## config.mk

```make
export PLATFORM = sky130hd
export DESIGN_NAME = rsx_datapath
export DESIGN_NICKNAME = d
export VERILOG_FILES = /design/src/include/rsx_pkg.sv /design/src/logic/rsx_subtractor.sv /design/src/logic/rsx_datapath.sv
export SDC_FILE = /design/constraint.sdc
export NUM_CORES = 2
export LEC_CHECK = 0
export BUFFER_PORTS_ARGS = -buffer_cell sky130_fd_sc_hd__buf_2
export CAP_MARGIN = 20
export CORE_UTILIZATION = 55
export CTS_CLUSTER_SIZE = 20
export DETAILED_ROUTE_END_ITERATION = 7
export GPL_TIMING_DRIVEN = 0
export PLACE_DENSITY = 0.71
export SLEW_MARGIN = 0
export SYNTH_ARGS = -nofsm -noshare
export SYNTH_HDL_FRONTEND = slang
export SYNTH_SLANG_ARGS = --single-unit
```

## constraint.sdc

```tcl
create_clock -name clock -period 96.9 [get_ports clock]
set_input_delay 4.845 -clock clock [delete_from_list [all_inputs] [get_ports clock]]
set_output_delay 4.845 -clock clock [all_outputs]
set_load 0.03 [all_outputs]
```

## src/include/rsx_pkg.sv

```systemverilog
// Purpose: shared types and constants for the rotate/subtract/xor datapath
// Assumes: 8-bit data, 7-bit register addresses
// Notes:   operation codes are local to this block
package rsx_pkg;

  localparam int DATA_W = 8;
  localparam int ADDR_W = 7;
  localparam int FILE_DEPTH = 128;
  localparam int NIB_W = 4;
  localparam int MSB = 7;
  localparam int LSB = 0;

  localparam logic [DATA_W-1:0] ZERO_BYTE = 8'h00;
  localparam logic [DATA_W-1:0] DIR_RESET = 8'hff;
  localparam logic [DATA_W-1:0] WDT_CLEAR = 8'h00;
  localparam logic [DATA_W-1:0] PRESC_CLEAR = 8'h00;
  localparam logic [ADDR_W-1:0] DIR_SEL_A = 7'h05;
  localparam logic [ADDR_W-1:0] DIR_SEL_B = 7'h06;
  localparam logic [ADDR_W-1:0] DIR_SEL_C = 7'h07;
  localparam logic TARGET_ACC = 1'b0;
  localparam logic TARGET_REG = 1'b1;

  typedef enum logic [3:0] {
    OP_NONE,
    OP_ROTATE_RIGHT_VIA_CARRY,
    OP_ROTATE_LEFT_VIA_CARRY,
    OP_LITERAL_MINUS_ACC,
    OP_REG_MINUS_ACC,
    OP_REG_MINUS_ACC_BORROW,
    OP_NIBBLE_EXCHANGE,
    OP_XOR_IMMEDIATE,
    OP_XOR_REGISTER,
    OP_LOAD_DIRECTION_REG,
    OP_SLEEP
  } rsx_op_type;

  typedef struct packed {
    rsx_op_type          op;
    logic [ADDR_W-1:0]   operand_address;
    logic [DATA_W-1:0]   immediate_byte;
    logic                target_select;
  } rsx_instr_type;

  typedef struct packed {
    logic carry;
    logic nibble_borrow_inverse;
    logic zero;
    logic watchdog_expiry_flag_n;
    logic powerdown_flag_n;
  } rsx_status_type;

  typedef struct packed {
    logic [DATA_W-1:0] result;
    logic              carry;
    logic              nibble;
  } rsx_sub_type;

endpackage : rsx_pkg

```

## src/logic/rsx_subtractor.sv

```systemverilog
// Purpose: 8-bit subtractor with carry/nibble-carry as not-borrow
// Assumes: borrow_n high means no borrow pending
// Notes:   purely combinational
`timescale 1ns/1ps
module rsx_subtractor
  import rsx_pkg::*;
(
  input  wire logic [DATA_W-1:0] minuend,
  input  wire logic [DATA_W-1:0] subtrahend,
  input  wire logic              borrow_n,
  output rsx_sub_type            diff
);

  logic [DATA_W:0]  full;
  logic [NIB_W:0]   low;

  always_comb begin
    full = {1'b0, minuend} + {1'b0, ~subtrahend} + {{DATA_W{1'b0}}, borrow_n};
    low  = {1'b0, minuend[NIB_W-1:0]} + {1'b0, ~subtrahend[NIB_W-1:0]}
         + {{NIB_W{1'b0}}, borrow_n};
    diff.result = full[DATA_W-1:0];
    diff.carry  = full[DATA_W];
    diff.nibble = low[NIB_W];
  end

endmodule // rsx_subtractor

```

## src/logic/rsx_datapath.sv

```systemverilog
// Purpose: execute rotate, subtract, swap, xor, direction-load and sleep
// Assumes: one instruction per instr_valid pulse; decode done upstream
// Notes:   register file held here as flip-flops
`timescale 1ns/1ps

// Contract
// - rotate right through carry, carry only
// - target select: 0 accumulator, 1 register
// - literal minus accumulator into accumulator
// - subtract sets carry, nibble carry, zero
// - register minus accumulator to destination
// - register minus accumulator minus inverted carry
// - sleep clears watchdog, prescaler; sets watchdog_expiry_flag_n, clears powerdown_flag_n
// - sleep halts oscillator, enters sleep state
// - nibble exchange, no flags changed
// - xor immediate into accumulator, zero only
// - xor register to destination, zero only
// - load direction register 5/6/7 ports
// - 7-bit address, 8-bit literal operands
// - rotate left through carry, carry only
module rsx_datapath
  import rsx_pkg::*;
#(
  parameter int DEPTH = FILE_DEPTH
)
(
  input  wire logic                clock,
  input  wire logic                reset,
  input  wire logic                instr_valid,
  input  rsx_instr_type            instr,
  input  wire logic                wake,
  output logic [DATA_W-1:0]        accumulator,
  output rsx_status_type           status,
  output logic [DATA_W-1:0]        port_a_direction,
  output logic [DATA_W-1:0]        port_b_direction,
  output logic [DATA_W-1:0]        port_c_direction,
  output logic [DATA_W-1:0]        watchdog_counter,
  output logic [DATA_W-1:0]        watchdog_prescaler,
  output logic                     sleep_active,
  output logic                     oscillator_run,
  output logic [DATA_W-1:0]        read_data
);

  typedef enum logic {
    ST_RUN,
    ST_SLEEP
  } rsx_state_type;

  logic [DATA_W-1:0] file_q [DEPTH];
  logic [DATA_W-1:0] file_d [DEPTH];
  logic [DATA_W-1:0] acc_q;
  logic [DATA_W-1:0] acc_d;
  rsx_status_type    stat_q;
  rsx_status_type    stat_d;
  logic [DATA_W-1:0] dir_a_q;
  logic [DATA_W-1:0] dir_a_d;
  logic [DATA_W-1:0] dir_b_q;
  logic [DATA_W-1:0] dir_b_d;
  logic [DATA_W-1:0] dir_c_q;
  logic [DATA_W-1:0] dir_c_d;
  logic [DATA_W-1:0] wdt_q;
  logic [DATA_W-1:0] wdt_d;
  logic [DATA_W-1:0] presc_q;
  logic [DATA_W-1:0] presc_d;
  rsx_state_type     state_q;
  rsx_state_type     state_d;
  logic              osc_q;
  logic              osc_d;
  logic              sleep_q;
  logic              sleep_d;
  logic [DATA_W-1:0] rdata_q;
  logic [DATA_W-1:0] rdata_d;

  logic [DATA_W-1:0] reg_value;
  logic [DATA_W-1:0] sub_minuend;
  logic              sub_borrow_n;
  rsx_sub_type       sub_out;

  function automatic logic is_zero(input logic [DATA_W-1:0] v);
    return v == ZERO_BYTE;
  endfunction

  assign reg_value = file_q[instr.operand_address];

  always_comb begin
    sub_minuend  = reg_value;
    sub_borrow_n = 1'b1;
    case (instr.op)
      OP_LITERAL_MINUS_ACC: sub_minuend = instr.immediate_byte;
      OP_REG_MINUS_ACC_BORROW: sub_borrow_n = stat_q.carry;
      default: begin
        sub_minuend  = reg_value;
        sub_borrow_n = 1'b1;
      end
    endcase
  end

  rsx_subtractor u_sub (
    .minuend    (sub_minuend),
    .subtrahend (acc_q),
    .borrow_n   (sub_borrow_n),
    .diff       (sub_out)
  );

  always_comb begin
    logic [DATA_W-1:0] res;
    logic              to_dest;
    logic              upd_zero;
    res      = ZERO_BYTE;
    to_dest  = 1'b0;
    upd_zero = 1'b0;
    file_d   = file_q;
    acc_d    = acc_q;
    stat_d   = stat_q;
    dir_a_d  = dir_a_q;
    dir_b_d  = dir_b_q;
    dir_c_d  = dir_c_q;
    wdt_d    = wdt_q;
    presc_d  = presc_q;
    state_d  = state_q;
    osc_d    = osc_q;
    rdata_d  = reg_value;
    case (state_q)
      ST_RUN: begin
        if (instr_valid) begin
          case (instr.op)
            OP_ROTATE_RIGHT_VIA_CARRY: begin
              res          = {stat_q.carry, reg_value[MSB:LSB+1]};
              stat_d.carry = reg_value[LSB];
              to_dest      = 1'b1;
            end
            OP_ROTATE_LEFT_VIA_CARRY: begin
              res          = {reg_value[MSB-1:LSB], stat_q.carry};
              stat_d.carry = reg_value[MSB];
              to_dest      = 1'b1;
            end
            OP_LITERAL_MINUS_ACC: begin
              acc_d                        = sub_out.result;
              stat_d.carry                 = sub_out.carry;
              stat_d.nibble_borrow_inverse = sub_out.nibble;
              res                          = sub_out.result;
              upd_zero                     = 1'b1;
            end
            OP_REG_MINUS_ACC, OP_REG_MINUS_ACC_BORROW: begin
              res                          = sub_out.result;
              stat_d.carry                 = sub_out.carry;
              stat_d.nibble_borrow_inverse = sub_out.nibble;
              upd_zero                     = 1'b1;
              to_dest                      = 1'b1;
            end
            OP_NIBBLE_EXCHANGE: begin
              res     = {reg_value[NIB_W-1:0], reg_value[DATA_W-1:NIB_W]};
              to_dest = 1'b1;
            end
            OP_XOR_IMMEDIATE: begin
              res      = acc_q ^ instr.immediate_byte;
              acc_d    = res;
              upd_zero = 1'b1;
            end
            OP_XOR_REGISTER: begin
              res      = acc_q ^ reg_value;
              upd_zero = 1'b1;
              to_dest  = 1'b1;
            end
            OP_LOAD_DIRECTION_REG: begin
              case (instr.operand_address)
                DIR_SEL_A: dir_a_d = acc_q;
                DIR_SEL_B: dir_b_d = acc_q;
                DIR_SEL_C: dir_c_d = acc_q;
                default: dir_a_d = dir_a_q;
              endcase
            end
            OP_SLEEP: begin
              wdt_d                         = WDT_CLEAR;
              presc_d                       = PRESC_CLEAR;
              stat_d.watchdog_expiry_flag_n = 1'b1;
              stat_d.powerdown_flag_n       = 1'b0;
              state_d                       = ST_SLEEP;
              osc_d                         = 1'b0;
            end
            default: res = ZERO_BYTE;
          endcase
          if (to_dest) begin
            if (instr.target_select == TARGET_REG) begin
              file_d[instr.operand_address] = res;
            end else begin
              acc_d = res;
            end
          end
          if (upd_zero) begin
            stat_d.zero = is_zero(res);
          end
        end
      end
      ST_SLEEP: begin
        if (wake) begin
          state_d = ST_RUN;
          osc_d   = 1'b1;
        end
      end
      default: begin
        state_d = ST_RUN;
        osc_d   = 1'b1;
      end
    endcase
    // sleep flag registered beside the state
    sleep_d = (state_d == ST_SLEEP);
  end

  always_ff @(posedge clock or posedge reset) begin
    if (reset) begin
      for (int i = 0; i < DEPTH; i++) begin
        file_q[i] <= ZERO_BYTE;
      end
      acc_q   <= ZERO_BYTE;
      stat_q  <= '{carry: 1'b0, nibble_borrow_inverse: 1'b0, zero: 1'b0,
                   watchdog_expiry_flag_n: 1'b1, powerdown_flag_n: 1'b1};
      dir_a_q <= DIR_RESET;
      dir_b_q <= DIR_RESET;
      dir_c_q <= DIR_RESET;
      wdt_q   <= WDT_CLEAR;
      presc_q <= PRESC_CLEAR;
      state_q <= ST_RUN;
      osc_q   <= 1'b1;
      sleep_q <= 1'b0;
      rdata_q <= ZERO_BYTE;
    end else begin
      file_q  <= file_d;
      acc_q   <= acc_d;
      stat_q  <= stat_d;
      dir_a_q <= dir_a_d;
      dir_b_q <= dir_b_d;
      dir_c_q <= dir_c_d;
      wdt_q   <= wdt_d;
      presc_q <= presc_d;
      state_q <= state_d;
      osc_q   <= osc_d;
      sleep_q <= sleep_d;
      rdata_q <= rdata_d;
    end
  end

  assign accumulator        = acc_q;
  assign status             = stat_q;
  assign port_a_direction   = dir_a_q;
  assign port_b_direction   = dir_b_q;
  assign port_c_direction   = dir_c_q;
  assign watchdog_counter   = wdt_q;
  assign watchdog_prescaler = presc_q;
  assign sleep_active       = sleep_q;
  assign oscillator_run     = osc_q;
  assign read_data          = rdata_q;

endmodule // rsx_datapath

```

* After elaboration in Yosys (flattened, before gate mapping)
Cells that the tools add are included.
Word-level totals: register bits 1070, output and inout port bits 63
Cells by class: add/sub/neg operators 4, magnitude comparators 2, equality and inequality tests 16, multiplexer cells 29, bitwise operators 6, reduce and logical (&&, ||, !) cells 16
Operator list (number):
- $bwmux W1024 | 1
- $mux W8 | 8
- $bmux W8 S7 | 1
- $demux W8 S7 | 1
- $pmux W8 S6 | 1
- $eq A7 B3 Y1 const B | 3
- $eq A4 B3 Y1 const B | 4
- $pmux W8 S2 | 1
- $reduce_and A4 Y1 | 4
- $xor A8 B8 Y8 | 2
- $reduce_and A3 Y1 | 5
- $mux W1 | 13
- $eq A4 B4 Y1 const B | 3
- $add A8 B8 Y9 | 1
- $add A9 B1 Y9 | 1
- $eq A4 B2 Y1 const B | 2
- $ge A8 B8 Y1 const B | 1
- $logic_not A8 Y1 | 1
- $lt A8 B1 Y1 const B | 1
- $not A7 Y8 | 1
- $not A8 Y8 | 1
- $reduce_or A6 Y1 | 1
- $add A4 B4 Y5 | 1
- $add A5 B1 Y5 | 1
- 12 further kinds | 14

* Longest topological paths before layout
word-level depth 12, mapped depth 29, mapped depth without buffers 20

* Hierarchy
A second synthesis with hierarchy kept.
Second synthesis, totals: cell total of the unflattened synthesis 4963, area, all modules 48838.1 um^2
By module, submodules not included:
- rsx_datapath | times used 1, cells an instance 4916, area each 48467.7 um^2, seq. area each 26808.2 um^2
- rsx_subtractor | times used 1, cells an instance 47, area each 370.4 um^2, seq. area each 0.0 um^2

* Worst setup path before layout
OpenSTA, ideal clock, no wires.
path type input -> register, start input port instr[10] (netlist bit), end register stat_q (netlist bit status[2]), library setup time 0.096 ns, arrival 9.665 ns, required time 96.804 ns, path slack 87.139 ns, stages 27, buffers on the path 8, cell sequence buf_2 buf_6 buf_6 buf_6 buf_4 mux4_2 mux4_2 o2111ai_1 o311ai_1 and2_1 buf_2 mux2i_1 fa_1 inv_1 fa_1 a21o_1 a21oi_1 o21ai_0 a21oi_1 xnor2_1 nand2_1 o221ai_1 a211oi_2 buf_4 buf_6 o2111ai_1 o31ai_1
On the way: cells in the longest elaborated chain, start to end 11, elaborated cells between the ends (all ways) 12, classes of those cells 2 x add/sub; 7 x mux; 2 x bitwise; 1 x reduce/logical
Ends and longest elaborated chain:
- from (decl) | line rsx_datapath.sv:30 | input rsx_instr_type instr,
- $not A7 Y8 (implied by the code) (*) | line rsx_datapath.sv:83 | assign reg_value = file_q[instr.operand_address];
- $bmux W8 S7 (*) | line rsx_datapath.sv:83
- $mux W8 (implied by the code) (*) (2 in a row) | line rsx_datapath.sv:83
- net rdata_d[0] | line rsx_datapath.sv:72 | logic [DATA_W-1:0] rdata_d;
- $mux W8 | line rsx_datapath.sv:88 | case (instr.op)
- $add A8 B8 Y9 | line rsx_subtractor.sv:18 | full = {1'b0, minuend} + {1'b0, ~subtrahend} + {{DATA_W{1'b0}}, borrow_n};
- $add A9 B1 Y9 | line rsx_subtractor.sv:18
- $pmux W8 S6 (*) | line rsx_datapath.sv:126 | case (instr.op)
- $mux W8 (*) | line rsx_datapath.sv:125 | if (instr_valid) begin
- $mux W8 (*) | line rsx_datapath.sv:123 | case (state_q)
- $logic_not A8 Y1 (*) | line rsx_datapath.sv:80 | return v == ZERO_BYTE;
- to (signal assigned) | line rsx_datapath.sv:216 | stat_q <= '{carry: 1'b0, nibble_borrow_inverse: 1'b0, zero: 1'b0,
- to (signal assigned) | line rsx_datapath.sv:230 | stat_q <= stat_d;
- to (decl) | line rsx_datapath.sv:53 | rsx_status_type stat_q;
The timed path passes the listed nets; every way through them passes the cells marked *. The select of a mux whose other input is x is not followed. A chain may end at the register's enable or synchronous reset.

* Worst setup path after layout
start input port instr[11] (netlist bit), end register file_q[337] (netlist bit)
On the way: cells in the longest elaborated chain, start to end 11, elaborated cells between the ends (all ways) 17, classes of those cells 2 x add/sub; 2 x order compare; 10 x mux; 2 x bitwise; 1 x reduce/logical
Ends and longest elaborated chain:
- $not A7 Y8 (implied by the code) (*) | line rsx_datapath.sv:83
- $bmux W8 S7 (*) | line rsx_datapath.sv:83
- $mux W8 (implied by the code) (*) (2 in a row) | line rsx_datapath.sv:83
- net rdata_d[0] | line rsx_datapath.sv:72
- $mux W8 | line rsx_datapath.sv:88
- $add A8 B8 Y9 | line rsx_subtractor.sv:18
- $add A9 B1 Y9 | line rsx_subtractor.sv:18
- $pmux W8 S6 (*) | line rsx_datapath.sv:126
- $mux W8 (*) | line rsx_datapath.sv:125
- $mux W8 (*) | line rsx_datapath.sv:123
- $bwmux W1024 (*) | line rsx_datapath.sv:185 | file_d[instr.operand_address] = res;
- to (signal assigned) | line rsx_datapath.sv:228 | file_q <= file_d;
- to (decl) | line rsx_datapath.sv:49 | logic [DATA_W-1:0] file_q [DEPTH];
Marks and branches as above.

==> flow_summary_export.csv <==
group,metric,value,unit
clock_tree,cts_num_sinks,1070,
synth,synth.lib_cells_used.distinct,80,
worst_setup_path,crit_buf_inv,14,
synth,ys_seq_elements,1070,
sta,final.setup.worst_slack,82.94,ns
final_layout,postLayoutCoreUtil,0.636,
routing,route.detailed.wl_per_inst,37.0,um
die,die_x,297,um
synth,post_synthesis_cell_area,0.0480,mm^2
job,max_cap_viol_count,0,
worst_setup_path,crit_top_cell,"buf_2",
placement,place_hpwl,159,mm
sta,post-route-min-period,13.96,ns
worst_setup_path,critPathMaxStageDelay,0.89,ns
clock_tree,clk_pin_slew_worst_paths,0.06,ns
sta,pins_over_slew_limit,0,
clock_tree,clk-insertion-delay-late,0.75,ns
worst_setup_path,required,97.49,ns
die,floorplan.initialDensity,0.559,
worst_hold_path,min-delay-start,"file_q[841]$_DFFE_PP0P_",
final_layout,finish.net_count,5044,
grt,gr_usage_total,0.526,
die,std_cell_rows,107,
final_layout,nFillCells,7030,
worst_setup_path,setup.worst_path.start_class,"input pin",
synth,count_of_flip_flops_with_a_built_in_enable_after_synthesis,0,
routing,drt_pass1_iterations,8,
sta,timing.slew.headroom,0.0387,
routing,ant_nets,0,
grt,grt_first_pass_wirelength,320,mm
final_layout,layout-area-overhead-vs-synth,13.8,%
sta,worst_hold_margin,0.474,ns
synth,syn-mean-instance-area,10.1,um^2
worst_setup_path,cp-end-kind,"flip-flop",
grt,number_of_global_route_vias_before_repair,41000,
grt,globalRoute.totalOverflow,0,
synth,netlist_top_cells_area,"dfrtp_1, o21ai_0, nand2_1, mux4_2, a21oi_1",
synth,yosys_warnings,0,
die,floorplan.die_area,0.0884,mm^2
worst_setup_path,critical-path-slowest-cell,"a211oi_2",
placement,port_buffers,61,
sta,tightest_slew,1.44,ns
clock_tree,total_number_of_h_tree_levels,3,
worst_setup_path,timing.critical_path.from,"instr[11]",
clock_tree,numCtsBuffers,111,
clock_tree,cts.repair.resized,0,
grt,antenna_found_initial,25,
sta,grt_setup_unrepaired,"no",
synth,synth_top_area_share,0.545,
die,top_level_ports,87,
synth,synthArstFlopShare,1.00,
sta,final.setup_skew,0.0368,ns
placement,globalplace.congestion,1.15,
worst_setup_path,timing.critical_path.fanout_max,12,
synth,synth.yosys.seq_area_share,0.559,
routing,vias_per_cell,7.05,
clock_tree,cts.root.buffer_cell,"clkbuf_16",
status,status,"complete, but fails checks",
routing,drt_iter0_markers,8137,
routing,remaining_drc_errors,34,
status,violations,"design-rule violations",
synth,post_synth_inst_count,4761,
worst_setup_path,worst_r2r_startpoint,"file_q[609]$_DFFE_PP0P_",
sta,setup_violations,0,
clock_tree,cts_post_setup_buffers_inserted,0,
power_and_ir_drop,power_per_cell_area,20.1,mW/mm^2
power_and_ir_drop,vdd_drop_max,0.0200,mV
worst_hold_path,min_path_type,"reg -> reg",
sta,timing.final.crit_share,0.144,
sta,hold_viol,0,
placement,detailedPlace.worstSlack,82.53,ns
grt,grt_max_degree,129,
placement,place_inst,6029,
sta,clock.fmax,71.7,MHz
die,die_height,297,um
synth,synth_top_flop_cell,"dfrtp_1",
synth,yosys.area.top_type,"dfrtp_1",
final_layout,layout-drive-gt1-share,0.135,
sta,setup_tns,0,ns
routing,dr_total_vias,44200,
routing,postRouteWirelength,232,mm
worst_setup_path,data_arrival_time_of_the_critical_path,14.55,ns
final_layout,instances_no_fill,6267,
clock_tree,ctsLongestPathBuffers,3,
power_and_ir_drop,power_leakage,0.0242,uW
worst_setup_path,critical_path.top_delay_family,"buffers and inverters",
die,coreArea,0.0858,mm^2
clock_tree,hold_buffers,0,
clock_tree,clock_tree_from_tritoncts,"yes",
worst_setup_path,path_class,"in -> reg",
-- flip-flops by register name, summed over array words and instances, names as in the netlist --
register          cells
port_b_direction      8
port_a_direction      8
sleep_active          1
oscillator_run        1
status                4
file_q             1024
read_data             8
accumulator           8
port_c_direction      8
-- per-stage QoR --
stage / area, um^2 / total power, uW
finish: 54600 / 1090
CTS: 54400 / 1080
global placement: 49800 / 633
detailed placement: 50600 / 636
floorplan: 48000 / 554
global route: 54600 / 1110
-- report_power, final --
part           internal (uW)  leakage [uW]  switching, uW  total (uW)
registers                458        0.0148           7.32         466
clock network            258       0.00184            192         450
logic                   37.8       0.00756            141         179
-- logic make-up after synthesis --
group / after synthesis / synth area share
multiplexers: 262 / 0.0919
AND/OR/NAND/NOR: 1499 / 0.124
buffers and inverters: 447 / 0.0435
other: 2 / 0.000157
AO/OA/AOI/OAI: 1454 / 0.175
adder cells (fa/ha/maj): 9 / 0.00266
XOR/XNOR: 18 / 0.00329
flip-flops: 1070 / 0.559
-- layout make-up --
cell class | instances | area (um^2) | area share
sequential | 1070 | 26800 | 0.491
multi-input combinational | 3259 | 19200 | 0.351
clock buffer | 168 | 3260 | 0.0598
buffer | 423 | 2000 | 0.0366
tap | 1144 | 1430 | 0.0262
timing repair buffer | 122 | 1270 | 0.0233
clock inverter | 35 | 499 | 0.00914
inverter | 24 | 97.6 | 0.00179
antenna | 22 | 55.1 | 0.00101
-- Yosys cell counts, types with 4 or more instances --
cell       number
mux2_2         47
nand2_1       833
buf_4          47
a221oi_1      135
xnor2_1        16
nor2b_1        17
a211o_1         4
nor2_1        527
a21oi_1       422
a211oi_2        4
mux4_2        138
a21o_1          4
and2_1         11
o22ai_1        33
a31oi_1        16
or2_2           5
nor3_1         17
o22a_1          4
clkbuf_1      264
nand2b_1       17
o21ai_0       690
a22o_1         11
ha_1            7
inv_2           4
o211ai_1        7
buf_6          17
mux2i_1        77
o31ai_1         4
buf_2          82
a221o_1         6
o2111ai_1       5
a22oi_1        41
and3_1          5
or3b_2          4
nand3_1        34
dfstp_2        26
or3_1           6
o21ai_1         9
dfrtp_1      1044
nand3b_1        5
o221ai_1       23
buf_1          13
inv_1          20
a211oi_1        5
nand4_1         5
-- layout by cell type (no fill, tap or decap), types with 11 or more instances in the layout --
master        n
nor2_1      526
buf_6        26
o221ai_1     23
a22oi_1      41
clkbuf_8     26
nor2b_1      17
nor3_1       11
inv_1        19
buf_2       144
clkbuf_1    292
mux2_2       47
xnor2_1      16
clkinv_2     14
dfrtp_1    1044
o21ai_0     690
nand3_1      34
o22ai_1      33
buf_1        12
clkbuf_16   112
nand2_1     833
conb_1       17
a22o_1       11
buf_4        51
mux2i_1      77
a21oi_1     422
dfstp_2      26
buf_8        36
diode_2      22
mux4_2      138
nand2b_1     17
a31oi_1      16
and2_1       11
a221oi_1    134
-- worst min-delay path: stages, from the launching register on --
cell	delay (ns)
dfrtp_1	0.34
nand2_1	0.04
o21ai_0	0.06
-- per-layer routing --
metal | vias up | GRT usage | share of wire
met4 | 18 | 0.392 | 0.099
met5 | - | 0.0200 | 0.0016
li1 | 17200 | - | -
met1 | 21700 | 0.649 | 0.34
met3 | 1282 | 0.281 | 0.17
met2 | 3941 | 0.688 | 0.39
-- worst paths after layout --
check | endpoint | slack (ns) | depth (start not counted)
min | file_q[841]$_DFFE_PP0P_ | 0.47 | 2
max | file_q[337]$_DFFE_PP0P_ | 82.94 | 26
min in group asynchronous | file_q[87]$_DFFE_PP0P_ | 4.21 | 2
max reg2reg | file_q[341]$_DFFE_PP0P_ | 89.30 | 19
min reg2reg | file_q[841]$_DFFE_PP0P_ | 0.47 | 2
max in group asynchronous | file_q[888]$_DFFE_PP0P_ | 90.67 | 5
(Power assumes the default switching activity.)
